<file path="config.mk">
export PLATFORM = sky130hd
export DESIGN_NAME = lcd_timing_generator
export DESIGN_NICKNAME = d
export VERILOG_FILES = /design/src/pkg/lcd_timing_pkg.sv /design/src/core/lcd_rate_divider.sv /design/src/core/lcd_timing_generator.sv
export SDC_FILE = /design/constraint.sdc
export NUM_CORES = 1
export LEC_CHECK = 0
export ABC_AREA = 0
export BUFFER_PORTS_ARGS = -buffer_cell sky130_fd_sc_hd__buf_2
export CELL_PAD_IN_SITES_DETAIL_PLACEMENT = 0
export CELL_PAD_IN_SITES_GLOBAL_PLACEMENT = 2
export CORE_MARGIN = 2
export CORE_UTILIZATION = 31
export CTS_BUF_LIST = sky130_fd_sc_hd__clkbuf_4 sky130_fd_sc_hd__clkbuf_8
export DETAILED_ROUTE_END_ITERATION = 10
export PLACE_DENSITY = 0.86
export REMOVE_ABC_BUFFERS = 1
export SLEW_MARGIN = 15
export SYNTH_ARGS = -nofsm -noshare
export SYNTH_HDL_FRONTEND = slang
export SYNTH_SLANG_ARGS = --single-unit
</file>
<file path="constraint.sdc">
create_clock -name pclk -period 2.2 [get_ports pclk]
set_input_delay 0.44 -clock pclk [delete_from_list [all_inputs] [get_ports pclk]]
set_output_delay 0.44 -clock pclk [all_outputs]
set_load 0.03 [all_outputs]
</file>
<file path="src/pkg/lcd_timing_pkg.sv">
// Register map, field layout, reset values, divider decoding and the strobe
// carrier of the LCD timing generator.
// Assumes an APB slave with 32-bit data, one aligned word per register, and
// a real-time-clock oscillator that reaches the block as a plain pin.
//
// Functional notes
// - A charge pump cycle starts every pump_cycle_period plus one oscillator periods.
// - The two reserved top bits of pump_cycle_config read as 10 and software writes 10.
// - All LCD refresh and toggle timing runs from the oscillator divided by two.
// - The 10-bit refresh_prescaler holds bits 9:8 in the high and 7:0 in the low register.
// - Refresh rate is oscillator frequency over 4 times backplanes times prescaler plus one.
// - Toggle rate is refresh rate times backplanes times 2 over the toggle divider.
// - Toggle codes 0010 to 1000 divide by the powers of two from 2 to 128.
// - Toggle code 1001 divides by 125 as printed.
// - Toggle codes 1010 to 1101 divide by 512, 1024, 2048 and 4096.
// - Unused top bits of the high prescaler and toggle registers read zero, writes ignored.
// - The backplane count is one to four after backplane_count_select 00 to 11.
// - Segments set in the blink mask turn on and off at the toggle rate by themselves.
package lcd_timing_pkg;
   // ************************************************************
   // Register indices; the byte address is four times the index.
   // ************************************************************
   localparam int unsigned APB_AW          = 12;
   localparam logic [7:0]  IDX_PUMP_CFG    = 8'h97;
   localparam logic [7:0]  IDX_PRESC_HIGH  = 8'h98;
   localparam logic [7:0]  IDX_PRESC_LOW   = 8'h99;
   localparam logic [7:0]  IDX_TOGGLE_DIV  = 8'h9A;
   localparam logic [7:0]  IDX_MUX_SELECT  = 8'h9C;
   localparam logic [7:0]  IDX_TIMING_STAT = 8'h9D;

   // ************************************************************
   // Field widths and reset values
   // ************************************************************
   localparam int unsigned PUMP_PER_W    = 6;
   localparam int unsigned PRESC_W       = 10;
   localparam int unsigned PRESC_HI_W    = 2;
   localparam int unsigned PRESC_LO_W    = 8;
   localparam int unsigned TOG_CODE_W    = 4;
   localparam int unsigned MUX_W         = 2;
   localparam int unsigned TOG_CNT_W     = 12;
   localparam int unsigned FRAME_CNT_W   = 3;
   localparam logic [1:0]  PUMP_RSVD_VAL = 2'b10;
   localparam logic [5:0]  PUMP_PER_RST  = 6'h1F;
   localparam logic [9:0]  PRESC_RST     = 10'h000;
   localparam logic [3:0]  TOG_CODE_RST  = 4'h0;
   localparam logic [1:0]  MUX_RST       = 2'h0;

   // ************************************************************
   // Toggle divider codes
   // ************************************************************
   localparam logic [3:0]           TOG_CODE_MIN = 4'h2;
   localparam logic [3:0]           TOG_CODE_MAX = 4'hD;
   localparam logic [3:0]           TOG_CODE_ODD = 4'h9;
   localparam logic [TOG_CNT_W-1:0] TOG_ODD_M1   = 12'h07C;

   function automatic logic [APB_AW-1:0] reg_addr(input logic [7:0] idx);
      return {2'b00, idx, 2'b00};
   endfunction

   // Divisor minus one. Reserved codes behave as the smallest legal code.
   function automatic logic [TOG_CNT_W-1:0] toggle_m1(input logic [3:0] code);
      logic [3:0] c;
      c = (code < TOG_CODE_MIN || code > TOG_CODE_MAX) ? TOG_CODE_MIN : code;
      if (c == TOG_CODE_ODD) begin
         return TOG_ODD_M1;
      end
      return TOG_CNT_W'((13'h1 << (c - 4'h1)) - 13'h1);
   endfunction

   // A frame is two half-phases per backplane, counted in prescaler strobes.
   function automatic logic [FRAME_CNT_W-1:0] frame_m1(input logic [1:0] sel);
      return {sel, 1'b1};
   endfunction

   typedef struct packed {
      logic pump_start;
      logic com_step;
      logic refresh;
      logic toggle;
   } lcd_strobes_t;
endpackage

</file>
<file path="src/core/lcd_rate_divider.sv">
// Programmable event divider: one strobe per period_m1 plus one input ticks.
// Assumes tick is a one-cycle pulse on pclk and that ticks are never adjacent.
`timescale 1ns/1ps
module lcd_rate_divider #(
   parameter int unsigned WIDTH = 8
) (
   // Clock and reset
   input  wire logic             pclk,
   input  wire logic             presetn,
   // Counting
   input  wire logic             tick,
   input  wire logic [WIDTH-1:0] period_m1,
   output logic                  strobe
);
   import lcd_timing_pkg::*;

   if (WIDTH < 1 || WIDTH > 16) begin : g_bad_width
      $error("lcd_rate_divider width out of range");
   end

   logic [WIDTH-1:0] cnt_r;
   logic [WIDTH-1:0] cnt_nxt;
   logic             strobe_r;
   logic             strobe_nxt;

   // The period is sampled only on reload, so a new value never cuts a period short.
   always_comb begin
      cnt_nxt    = cnt_r;
      strobe_nxt = 1'b0;
      if (tick) begin
         if (cnt_r == '0) begin
            cnt_nxt    = period_m1;
            strobe_nxt = 1'b1;
         end else begin
            cnt_nxt = cnt_r - 1'b1;
         end
      end
   end

   always_ff @(posedge pclk or negedge presetn) begin
      if (!presetn) begin
         cnt_r    <= '0;
         strobe_r <= 1'b0;
      end else begin
         cnt_r    <= cnt_nxt;
         strobe_r <= strobe_nxt;
      end
   end

   assign strobe = strobe_r;

   chk_count_holds_period: assert property (
      @(posedge pclk) disable iff (!presetn)
      (tick && cnt_r != '0) |=> (cnt_r == $past(cnt_r) - 1'b1) && !strobe_r)
      else $error("divider reloaded before its period ended");
endmodule

</file>
<file path="src/core/lcd_timing_generator.sv">
// LCD timing generator: APB registers, oscillator synchroniser and the charge
// pump, refresh and toggle strobes with the blink phase.
// Assumes an APB master on pclk and a free-running oscillator pin far slower
// than pclk; the blink mask comes from logic on pclk.
`timescale 1ns/1ps
module lcd_timing_generator (
   // Clock and reset
   input  wire logic                              pclk,
   input  wire logic                              presetn,
   // APB slave
   input  wire logic                              psel,
   input  wire logic                              penable,
   input  wire logic                              pwrite,
   input  wire logic [lcd_timing_pkg::APB_AW-1:0] paddr,
   input  wire logic [31:0]                       pwdata,
   input  wire logic [3:0]                        pstrb,
   output logic      [31:0]                       prdata,
   output logic                                   pready,
   output logic                                   pslverr,
   // Oscillator pin
   input  wire logic                              rtc_osc,
   // Blink
   input  wire logic [7:0]                        segment_blink_mask,
   output logic      [7:0]                        blink_off_mask,
   output logic                                   blink_phase,
   // Strobes to the waveform generator and charge pump
   output lcd_timing_pkg::lcd_strobes_t           strobes
);
   import lcd_timing_pkg::*;

   // ************************************************************
   // Register file and APB slave
   // ************************************************************
   logic [PUMP_PER_W-1:0] pump_period_r;
   logic [PUMP_PER_W-1:0] pump_period_nxt;
   logic [PRESC_W-1:0]    presc_r;
   logic [PRESC_W-1:0]    presc_nxt;
   logic [TOG_CODE_W-1:0] tog_code_r;
   logic [TOG_CODE_W-1:0] tog_code_nxt;
   logic [MUX_W-1:0]      mux_r;
   logic [MUX_W-1:0]      mux_nxt;
   logic [31:0]           prdata_r;
   logic [31:0]           prdata_nxt;
   logic                  pready_r;
   logic                  pready_nxt;
   logic                  pslverr_r;
   logic                  pslverr_nxt;
   logic [31:0]           rd_data;
   logic                  rd_hit;
   logic                  wr_en;
   logic                  lvl_r;
   logic                  blink_phase_r;

   // Read data and decode are both resolved in the setup cycle.
   always_comb begin
      rd_data = 32'h0000_0000;
      rd_hit  = 1'b1;
      case (paddr)
         reg_addr(IDX_PUMP_CFG):    rd_data = {24'h00_0000, PUMP_RSVD_VAL, pump_period_r};
         reg_addr(IDX_PRESC_HIGH):  rd_data = {30'h0000_0000, presc_r[9:8]};
         reg_addr(IDX_PRESC_LOW):   rd_data = {24'h00_0000, presc_r[7:0]};
         reg_addr(IDX_TOGGLE_DIV):  rd_data = {28'h000_0000, tog_code_r};
         reg_addr(IDX_MUX_SELECT):  rd_data = {30'h0000_0000, mux_r};
         reg_addr(IDX_TIMING_STAT): rd_data = {30'h0000_0000, lvl_r, blink_phase_r};
         default:                   rd_hit  = 1'b0;
      endcase
   end

   assign wr_en = psel && penable && pready_r && pwrite && pstrb[0] && rd_hit;

   always_comb begin
      pump_period_nxt = pump_period_r;
      presc_nxt       = presc_r;
      tog_code_nxt    = tog_code_r;
      mux_nxt         = mux_r;
      pready_nxt      = psel && !penable;
      pslverr_nxt     = psel && !penable && !rd_hit;
      prdata_nxt      = (psel && !penable) ? rd_data : prdata_r;
      if (wr_en) begin
         case (paddr)
            reg_addr(IDX_PUMP_CFG):   pump_period_nxt = pwdata[PUMP_PER_W-1:0];
            reg_addr(IDX_PRESC_HIGH): presc_nxt[9:8] = pwdata[PRESC_HI_W-1:0];
            reg_addr(IDX_PRESC_LOW):  presc_nxt[7:0] = pwdata[PRESC_LO_W-1:0];
            reg_addr(IDX_TOGGLE_DIV): tog_code_nxt = pwdata[TOG_CODE_W-1:0];
            reg_addr(IDX_MUX_SELECT): mux_nxt = pwdata[MUX_W-1:0];
            default:                  mux_nxt = mux_r;
         endcase
      end
   end

   always_ff @(posedge pclk or negedge presetn) begin
      if (!presetn) begin
         pump_period_r <= PUMP_PER_RST;
         presc_r       <= PRESC_RST;
         tog_code_r    <= TOG_CODE_RST;
         mux_r         <= MUX_RST;
         prdata_r      <= 32'h0000_0000;
         pready_r      <= 1'b0;
         pslverr_r     <= 1'b0;
      end else begin
         pump_period_r <= pump_period_nxt;
         presc_r       <= presc_nxt;
         tog_code_r    <= tog_code_nxt;
         mux_r         <= mux_nxt;
         prdata_r      <= prdata_nxt;
         pready_r      <= pready_nxt;
         pslverr_r     <= pslverr_nxt;
      end
   end

   assign prdata  = prdata_r;
   assign pready  = pready_r;
   assign pslverr = pslverr_r;

   // ************************************************************
   // Oscillator synchroniser and divide by two
   // ************************************************************
   logic sync1_r;
   logic sync2_r;
   logic sync3_r;
   logic lvl_nxt;
   logic osc_tick_r;
   logic osc_tick_nxt;
   logic half_r;
   logic half_nxt;
   logic half_tick;

   // A level counts only once two late stages agree, so a metastable sample
   // can never produce a spurious oscillator edge.
   always_comb begin
      lvl_nxt      = (sync2_r == sync3_r) ? sync3_r : lvl_r;
      osc_tick_nxt = lvl_nxt && !lvl_r;
      half_nxt     = osc_tick_r ? !half_r : half_r;
   end

   always_ff @(posedge pclk or negedge presetn) begin
      if (!presetn) begin
         sync1_r    <= 1'b0;
         sync2_r    <= 1'b0;
         sync3_r    <= 1'b0;
         lvl_r      <= 1'b0;
         osc_tick_r <= 1'b0;
         half_r     <= 1'b0;
      end else begin
         sync1_r    <= rtc_osc;
         sync2_r    <= sync1_r;
         sync3_r    <= sync2_r;
         lvl_r      <= lvl_nxt;
         osc_tick_r <= osc_tick_nxt;
         half_r     <= half_nxt;
      end
   end

   assign half_tick = osc_tick_r && half_r;

   // ************************************************************
   // Rate dividers
   // ************************************************************
   logic                   pump_s;
   logic                   presc_s;
   logic                   frame_s;
   logic                   tog_s;
   logic [FRAME_CNT_W-1:0] frame_per;
   logic [TOG_CNT_W-1:0]   tog_per;

   assign frame_per = frame_m1(mux_r);
   assign tog_per   = toggle_m1(tog_code_r);

   lcd_rate_divider #(.WIDTH(PUMP_PER_W)) u_pump (
      .pclk      (pclk),
      .presetn   (presetn),
      .tick      (osc_tick_r),
      .period_m1 (pump_period_r),
      .strobe    (pump_s)
   );

   lcd_rate_divider #(.WIDTH(PRESC_W)) u_presc (
      .pclk      (pclk),
      .presetn   (presetn),
      .tick      (half_tick),
      .period_m1 (presc_r),
      .strobe    (presc_s)
   );

   lcd_rate_divider #(.WIDTH(FRAME_CNT_W)) u_frame (
      .pclk      (pclk),
      .presetn   (presetn),
      .tick      (presc_s),
      .period_m1 (frame_per),
      .strobe    (frame_s)
   );

   lcd_rate_divider #(.WIDTH(TOG_CNT_W)) u_toggle (
      .pclk      (pclk),
      .presetn   (presetn),
      .tick      (presc_s),
      .period_m1 (tog_per),
      .strobe    (tog_s)
   );

   // ************************************************************
   // Output strobes and blink phase
   // ************************************************************
   lcd_strobes_t strobes_r;
   lcd_strobes_t strobes_nxt;
   logic         blink_phase_nxt;
   logic [7:0]   blink_off_r;
   logic [7:0]   blink_off_nxt;

   always_comb begin
      strobes_nxt.pump_start = pump_s;
      strobes_nxt.com_step   = presc_s;
      strobes_nxt.refresh    = frame_s;
      strobes_nxt.toggle     = tog_s;
      blink_phase_nxt        = tog_s ? !blink_phase_r : blink_phase_r;
      blink_off_nxt          = segment_blink_mask & {8{blink_phase_r}};
   end

   always_ff @(posedge pclk or negedge presetn) begin
      if (!presetn) begin
         strobes_r     <= '0;
         blink_phase_r <= 1'b0;
         blink_off_r   <= 8'h00;
      end else begin
         strobes_r     <= strobes_nxt;
         blink_phase_r <= blink_phase_nxt;
         blink_off_r   <= blink_off_nxt;
      end
   end

   assign strobes        = strobes_r;
   assign blink_phase    = blink_phase_r;
   assign blink_off_mask = blink_off_r;

   // ************************************************************
   // Checks
   // ************************************************************
   logic [6:0]  osc_since_pump;
   logic [5:0]  pump_per_d;
   logic [5:0]  pump_per_q;
   logic [1:0]  osc_since_half;
   logic [10:0] half_since_presc;
   logic [9:0]  presc_d;
   logic [9:0]  presc_q;
   logic [3:0]  presc_since_frame;
   logic [2:0]  frame_d;
   logic [2:0]  frame_q;
   logic [12:0] presc_since_tog;
   logic [11:0] tog_d;
   logic [11:0] tog_q;
   logic [3:0]  seen;

   // Each period figure is latched one cycle late, matching the reload edge.
   always_ff @(posedge pclk or negedge presetn) begin
      if (!presetn) begin
         {osc_since_pump, pump_per_d, pump_per_q, osc_since_half} <= '0;
         {half_since_presc, presc_d, presc_q} <= '0;
         {presc_since_frame, frame_d, frame_q} <= '0;
         {presc_since_tog, tog_d, tog_q, seen} <= '0;
      end else begin
         pump_per_d <= pump_period_r;
         presc_d    <= presc_r;
         frame_d    <= frame_per;
         tog_d      <= tog_per;
         seen       <= seen | {tog_s, frame_s, presc_s, pump_s};
         if (pump_s) begin
            osc_since_pump <= 7'h00;
            pump_per_q     <= pump_per_d;
         end else if (osc_tick_r) begin
            osc_since_pump <= osc_since_pump + 7'h01;
         end
         if (half_tick) begin
            osc_since_half <= 2'h0;
         end else if (osc_tick_r) begin
            osc_since_half <= osc_since_half + 2'h1;
         end
         if (presc_s) begin
            half_since_presc <= 11'h000;
            presc_q          <= presc_d;
         end else if (half_tick) begin
            half_since_presc <= half_since_presc + 11'h001;
         end
         if (frame_s) begin
            presc_since_frame <= 4'h0;
            frame_q           <= frame_d;
         end else if (presc_s) begin
            presc_since_frame <= presc_since_frame + 4'h1;
         end
         if (tog_s) begin
            presc_since_tog <= 13'h0000;
            tog_q           <= tog_d;
         end else if (presc_s) begin
            presc_since_tog <= presc_since_tog + 13'h0001;
         end
      end
   end

   chk_pump_rsvd_read: assert property (
      @(posedge pclk) disable iff (!presetn)
      (psel && penable && pready && !pwrite && paddr == reg_addr(IDX_PUMP_CFG))
      |-> prdata[7:6] == PUMP_RSVD_VAL && prdata[31:8] == '0)
      else $error("pump config reserved bits read wrong");

   chk_high_unused_zero: assert property (
      @(posedge pclk) disable iff (!presetn)
      (psel && penable && pready && paddr == reg_addr(IDX_PRESC_HIGH))
      |-> prdata[31:2] == '0 && prdata[1:0] == presc_r[9:8])
      else $error("high prescaler read shows unused bits");

   chk_toggle_unused_zero: assert property (
      @(posedge pclk) disable iff (!presetn)
      (psel && penable && pready && paddr == reg_addr(IDX_TOGGLE_DIV))
      |-> prdata[31:4] == '0)
      else $error("toggle divider read shows unused bits");

   chk_half_rate: assert property (
      @(posedge pclk) disable iff (!presetn)
      half_tick |-> osc_since_half == 2'h1)
      else $error("half rate tick not every second oscillator period");

   chk_pump_period: assert property (
      @(posedge pclk) disable iff (!presetn)
      (strobes_nxt.pump_start && seen[0]) |-> osc_since_pump == pump_per_q + 7'h01)
      else $error("pump cycle spacing wrong");

   chk_presc_period: assert property (
      @(posedge pclk) disable iff (!presetn)
      (presc_s && seen[1]) |-> half_since_presc == presc_q + 11'h001)
      else $error("prescaler period wrong");

   chk_frame_length: assert property (
      @(posedge pclk) disable iff (!presetn)
      (frame_s && seen[2]) |-> presc_since_frame == frame_q + 4'h1)
      else $error("refresh frame length wrong");

   chk_toggle_length: assert property (
      @(posedge pclk) disable iff (!presetn)
      (tog_s && seen[3]) |-> presc_since_tog == tog_q + 13'h0001)
      else $error("toggle period wrong");

   chk_blink_follows: assert property (
      @(posedge pclk) disable iff (!presetn)
      strobes.toggle |-> blink_phase != $past(blink_phase)
      ##1 blink_off_mask == ($past(segment_blink_mask) & {8{$past(blink_phase)}}))
      else $error("blink phase does not follow toggle");
endmodule

</file>
==> run_results.csv, run 1 <==
group,metric,value,unit
run_status,status,"complete, no violations",
detailed_routing,wl,10300,µm
timing,rsz0062_at_grt,"false",
yosys,async_flop_share,100,%
yosys,synth_area,4600,µm²
yosys,synth_area_leaders,"dfrtp_1 (44%), mux2_2 (6.4%), buf_4 (4.1%), nor2_1 (2.9%), o21ai_0 (2.9%)",
pwr,total_leakage_power,0.00249,µW
global_route,grt_pass1_vias,3516,
clocking,clk_latency,0.37,ns
detailed_routing,drt_iter0_drc,227,
global_route,grt_max_degree,45,
yosys,synth-edff-count,0,
detailed_routing,dr.pass1.iters,4,
critical_path,r2r_setup_slack,0.14,ns
critical_path,cpPeakStageDelay,0.44,ns
critical_path,critPathKind,"flip-flop to flip-flop",
yosys,synth-seq-cells,86,
timing,worst_pin_slew,0.700,ns
critical_path,worstPathMaxFanout,8,
clocking,cts_made_buffers,9,
critical_path,cp.depth,6,
critical_path,path_buf_inv,0,
yosys,ys_seq_area_share,47.0,%
yosys,yosysUniqueCellTypes,67,
pwr,p_per_area,730,nW/µm²
critical_path,crit_start,"tog_code_r[1]",
worst_hold_path,hp-class,"input port to async pin",
timing,post-route-period-util,93.7,%
yosys,yosysWarnings,0,
pwr,max-vdd-ir-drop,288,µV
floorplan,die_w,126,µm
clocking,cts_setup_buffers,0,
timing,drv_slew,0,
detailed_routing,drtAntennaViolNets,0,
critical_path,critPathCaptureType,"flip-flop",
critical_path,crit_chain,"a211oi_1, a31oi_1, ha_1, mux2_2, a221oi_1, a211o_1",
timing,hold_violations,0,
placed_design,place_ws,-0.0402,ns
placed_design,gp_congestion,0.836,
critical_path,critPathLaunchType,"flip-flop",
clocking,clk_pin_slew_worst_paths,0.09,ns
yosys,synth_top_area_share,44.1,%
job,max-cap-violations,0,
timing,tns,0,ns
critical_path,crit_family,"compound AO/OA/AOI/OAI gates",
critical_path,crit_required,2.51,ns
clocking,cts_hold_buf,0,
final_layout,fillCellCount,1461,
final_layout,diodes,0,
final_layout,fin_area,5330,µm²
timing,setup_slack,0.139,ns
floorplan,io_pins,109,
placed_design,place_area,5150,µm²
detailed_routing,viasPerCell,5.05,
detailed_routing,post_drt_wl_per_cell,14.4,µm
timing,max-slew-margin-rel,52.7,%
clocking,cts_tree,"done",
critical_path,r2r_end,"u_toggle.cnt_r[4]",
clocking,cts_resized,0,
final_layout,syn2layout_area_growth,15.9,%
global_route,grt.total_usage,13.4,%
detailed_routing,drc,0,
floorplan,fp-row-count,44,
critical_path,r2r_start,"tog_code_r[1]",
clocking,htreeDepth,3,
final_layout,fin_util,36.7,%
final_layout,final_common_cell,"dfrtp_1",
yosys,syn_avg_cell_area,10.0,µm²
floorplan,die_h,126,µm
floorplan,core-area,14500,µm²
placed_design,place.detailed.hpwl,7820,µm
timing,max_freq,485,MHz
detailed_routing,vias,3618,
floorplan,die_area,15800,µm²
yosys,yosys.area.top_type,"dfrtp_1",
timing,period_minus_slack,2.06,ns
final_layout,mostFrequentLayoutCells,"dfrtp_1 (81), buf_2 (56), nor2_1 (36)",
global_route,grt_first_pass_wirelength,17200,µm
placed_design,io_buffers,57,
global_route,overflow,0,
yosys,syn_inst,458,
global_route,antenna_found_initial,0,
final_layout,layout.nets,598,
pwr,p_total,3890,µW
floorplan,initial_core_util,31.6,%
critical_path,slowest_stage,"dfrtp_1",
clocking,cts-root-buf,"clkbuf_8",
clocking,clock-sinks,86,
critical_path,rr_worst_depth,6,
yosys,synth_ff_type,"dfrtp_1",
clocking,clk_path_buf_depth,2,
timing,skew,0.0185,ns
timing,setup_viol,0,
final_layout,drive_above_1_share,26.6,%
critical_path,worstPathArrival,2.37,ns
kinds of logic (layout without fill, tap and decap cells):
group           count (synthesis)  after routing  synth area share [%]
simple gates                  165            165                  20.8
other cells                     2             25                 0.163
compound gates                 99             99                  14.8
xor+xnor                        2              2                 0.381
flops                          86             86                  47.0
mux                            30             30                  7.24
fa+ha+maj                       8              8                  2.18
buf+inv                        66            118                  7.49
report_power, final:
group / switching (µW) / total, µW / leakage [µW] / internal [µW]
sequential: 188 / 1950 / 0.00112 / 1760
clock: 591 / 1020 / 0.0000903 / 431
combinational: 516 / 922 / 0.00127 / 406
total: 1290 / 3890 / 0.00249 / 2600
metrics by stage:
step | hold WS (ns) | cells
floorplan | 0.144 | 434
global placement | 0.334 | 701
detailed placement | 0.335 | 701
CTS | 0.0648 | 717
global route | 0.106 | 717
finish | 0.0616 | 717
state kept, by name (all words and copies together) (netlist names), 4 cells and up:
| register | cells |
|---|---|
| strobes | 4 |
| blink_off_mask | 8 |
| u_pump.cnt_r | 6 |
| prdata | 8 |
| presc_r | 10 |
| pump_period_r | 6 |
| u_presc.cnt_r | 10 |
| tog_code_r | 4 |
| u_toggle.cnt_r | 12 |
worst max path at each step:
stage / to / slack (ns)
2_1_floorplan: presc_r[0] / 0.10
3_3_place_gp: presc_r[5] / -0.02
3_5_place_dp: presc_r[4] / -0.04
4_1_cts: u_toggle.cnt_r[4] / 0.13
5_1_grt: u_toggle.cnt_r[4] / 0.01
6_report: u_toggle.cnt_r[4] / 0.14
layout make-up:
class,count,area (µm²),area share [%]
clock buffer,10,131,2.47
clock inverter,6,47.5,0.892
inverter,19,71.3,1.34
multi-input combinational,329,2180,40.9
sequential,86,2160,40.5
tap,184,230,4.32
timing repair buffer,83,508,9.53
synth_stat cells, drive strengths merged (9+ instances only):
master / instances
nand2: 33
clkbuf: 20
nor2: 36
and2: 13
nand3: 14
dfrtp: 81
mux2: 26
a21oi: 12
inv: 19
a22oi: 9
buf: 27
o21ai: 27
metal layers:
layer	wire length, µm	GRT usage [%]	part of all wire [%]	vias to the layer above
met3	340	2.59	3.3	16
met1	4650	17.3	45	1786
met5	0	0	0	-
met2	5090	21.3	49	63
li1	-	-	-	1753
met4	229	7.63	2.2	0
Power figures use the tool's default switching activity.
==> run 2: changes to the inputs <==
HOLD_SLACK_MARGIN = 0.08   (was not set)
==> run 2 against run 1 <==
Effect of this change:
- fmax fell by 0.43%
- largest cell class unchanged
- sequential power barely moved
- sequential cell count did not move
- setup slack worse by 0.0089 ns
==> run_results.csv, run 2 (synthesis gave the netlist of run 1 again) <==
group,metric,value,unit
final_layout,fin_util,36.7,%
pwr,internal_power,2600,µW
timing,skew,0.0187,ns
timing,hold_violations,0,
job,max-cap-violations,0,
clocking,cts_tree,"done",
detailed_routing,drtAntennaViolNets,0,
pwr,swShare,33.3,%
critical_path,crit_start,"tog_code_r[1]",
critical_path,worstPathArrival,2.38,ns
timing,worst_pin_slew,0.700,ns
floorplan,die_area,15800,µm²
final_layout,fillCellCount,1460,
clocking,clk_path_buf_depth,2,
global_route,antenna_found_initial,0,
placed_design,place_area,5150,µm²
pwr,max-vdd-ir-drop,288,µV
final_layout,instances_no_fill,718,
floorplan,die_h,126,µm
final_layout,multi_input_area,2180,µm²
critical_path,r2r_start,"tog_code_r[1]",
clocking,clk_latency,0.37,ns
critical_path,slowest_stage,"dfrtp_1",
floorplan,io_pins,109,
final_layout,largest_register_ffs,12,
placed_design,placed_cells,701,
critical_path,worstPathMaxFanout,8,
clocking,cts_setup_buffers,0,
pwr,p_total,3890,µW
pwr,p_per_area,730,nW/µm²
final_layout,fin_area,5340,µm²
final_layout,drive_above_1_share,26.6,%
timing,rsz0062_at_grt,"false",
critical_path,crit_chain,"a211oi_1, a31oi_1, ha_1, mux2_2, a221oi_1, a211o_1",
global_route,overflow,0,
final_layout,seq_area,2160,µm²
final_layout,final_common_cell,"dfrtp_1",
timing,max-slew-margin-rel,52.7,%
clocking,cts-root-buf,"clkbuf_8",
pwr,p_comb_share,23.7,%
clocking,clock-sinks,86,
clocking,cts_made_buffers,9,
run_status,status,"complete, no violations",
floorplan,initial_core_util,31.6,%
critical_path,cpPeakStageDelay,0.44,ns
final_layout,layout.nets,599,
timing,max_freq,483,MHz
floorplan,die_w,126,µm
critical_path,critPathKind,"flip-flop to flip-flop",
final_layout,reg_top3,"u_toggle.cnt_r: 12 flops, presc_r: 10 flops, u_presc.cnt_r: 10 flops",
pwr,seq_power_share,50.0,%
detailed_routing,drc,0,
global_route,grt_first_pass_wirelength,17300,µm
detailed_routing,vias,3620,
critical_path,crit_required,2.51,ns
placed_design,io_buffers,57,
timing,post-route-period-util,94.1,%
global_route,grt_max_degree,45,
final_layout,mostFrequentLayoutCells,"dfrtp_1 (81), buf_2 (56), nor2_1 (36)",
critical_path,critPathCaptureType,"flip-flop",
clocking,htreeDepth,3,
final_layout,diodes,0,
detailed_routing,viasPerCell,5.04,
floorplan,fp-row-count,44,
worst_hold_path,hp-class,"input port to flip-flop",
detailed_routing,drt_iter0_drc,230,
detailed_routing,dr.pass1.iters,4,
floorplan,core-area,14500,µm²
global_route,grt.total_usage,13.5,%
timing,period_minus_slack,2.07,ns
pwr,switchingPower,1300,µW
timing,setup_viol,0,
pwr,p_clk_share,26.3,%
critical_path,critPathLaunchType,"flip-flop",
clocking,clk_pin_slew_worst_paths,0.10,ns
final_layout,syn2layout_area_growth,16.1,%
timing,whs,0.170,ns
final_layout,top_register,"u_toggle.cnt_r",
detailed_routing,wl,10300,µm
global_route,grt_pass1_vias,3524,
placed_design,gp_congestion,0.836,
detailed_routing,post_drt_wl_per_cell,14.4,µm
worst_hold_path,holdCritStartpoint,"rtc_osc",
timing,drv_slew,0,
placed_design,place.detailed.hpwl,7820,µm
pwr,total_leakage_power,0.00249,µW
run 2: repair_timing:
action                    in CTS  in global routing
hold buffers                   1                  0
gates resized for setup        0                  0
hold endpoints to repair      32                  0
run 2: stage by stage:
step	setup TNS [ns]	setup WS, ns
floorplan	0	0.103
CTS	0	0.125
global placement	-0.176	-0.0235
detailed placement	-0.300	-0.0402
global route	0	0.0126
finish	0	0.130
run 2: layout make-up:
cell class / instances / share of cell area, %
multi-input cells: 329 / 40.9
repair buffers: 84 / 9.70
flip-flops and latches: 86 / 40.4
clock inverters: 6 / 0.891
clock buffers: 10 / 2.46
inverters: 19 / 1.34
well taps: 184 / 4.31
run 2: metal layers:
layer / part of all wire [%] / vias up / GRT usage (%)
li1: - / 1756 / -
met1: 46 / 1788 / 17.3
met2: 49 / 60 / 21.4
met3: 3.1 / 16 / 2.55
met4: 2.2 / 0 / 7.63
met5: 0 / - / 0
run 2: path summary, 6_finish.rpt:
kind / to / slack, ns / cells past startpoint
setup / recovery: u_toggle.cnt_r[4] / 0.13 / 6
max in group asynchronous: pready / 0.87 / 3
min in group asynchronous: half_r / 0.61 / 2
hold / removal: sync1_r / 0.17 / 1
hold reg to reg: strobes[3] / 0.36 / 0
setup reg to reg: u_toggle.cnt_r[4] / 0.13 / 6
run 2: worst max-delay path: cells and delay by family (launching register included):
| family | cells | cell delay (ns) |
|---|---|---|
| compound gates | 4 | 0.97 |
| flops | 1 | 0.44 |
| fa+ha+maj | 1 | 0.30 |
| mux | 1 | 0.30 |
run 2: power by group through the flow:
stage	Sequential, µW	Clock [µW]	Combinational (µW)
3_5_place_dp	1980	0	928
6_report	1950	1020	924
2_1_floorplan	1930	0	672
4_1_cts	1950	1080	932
5_1_grt	1980	1140	1050
3_3_place_gp	1970	0	900
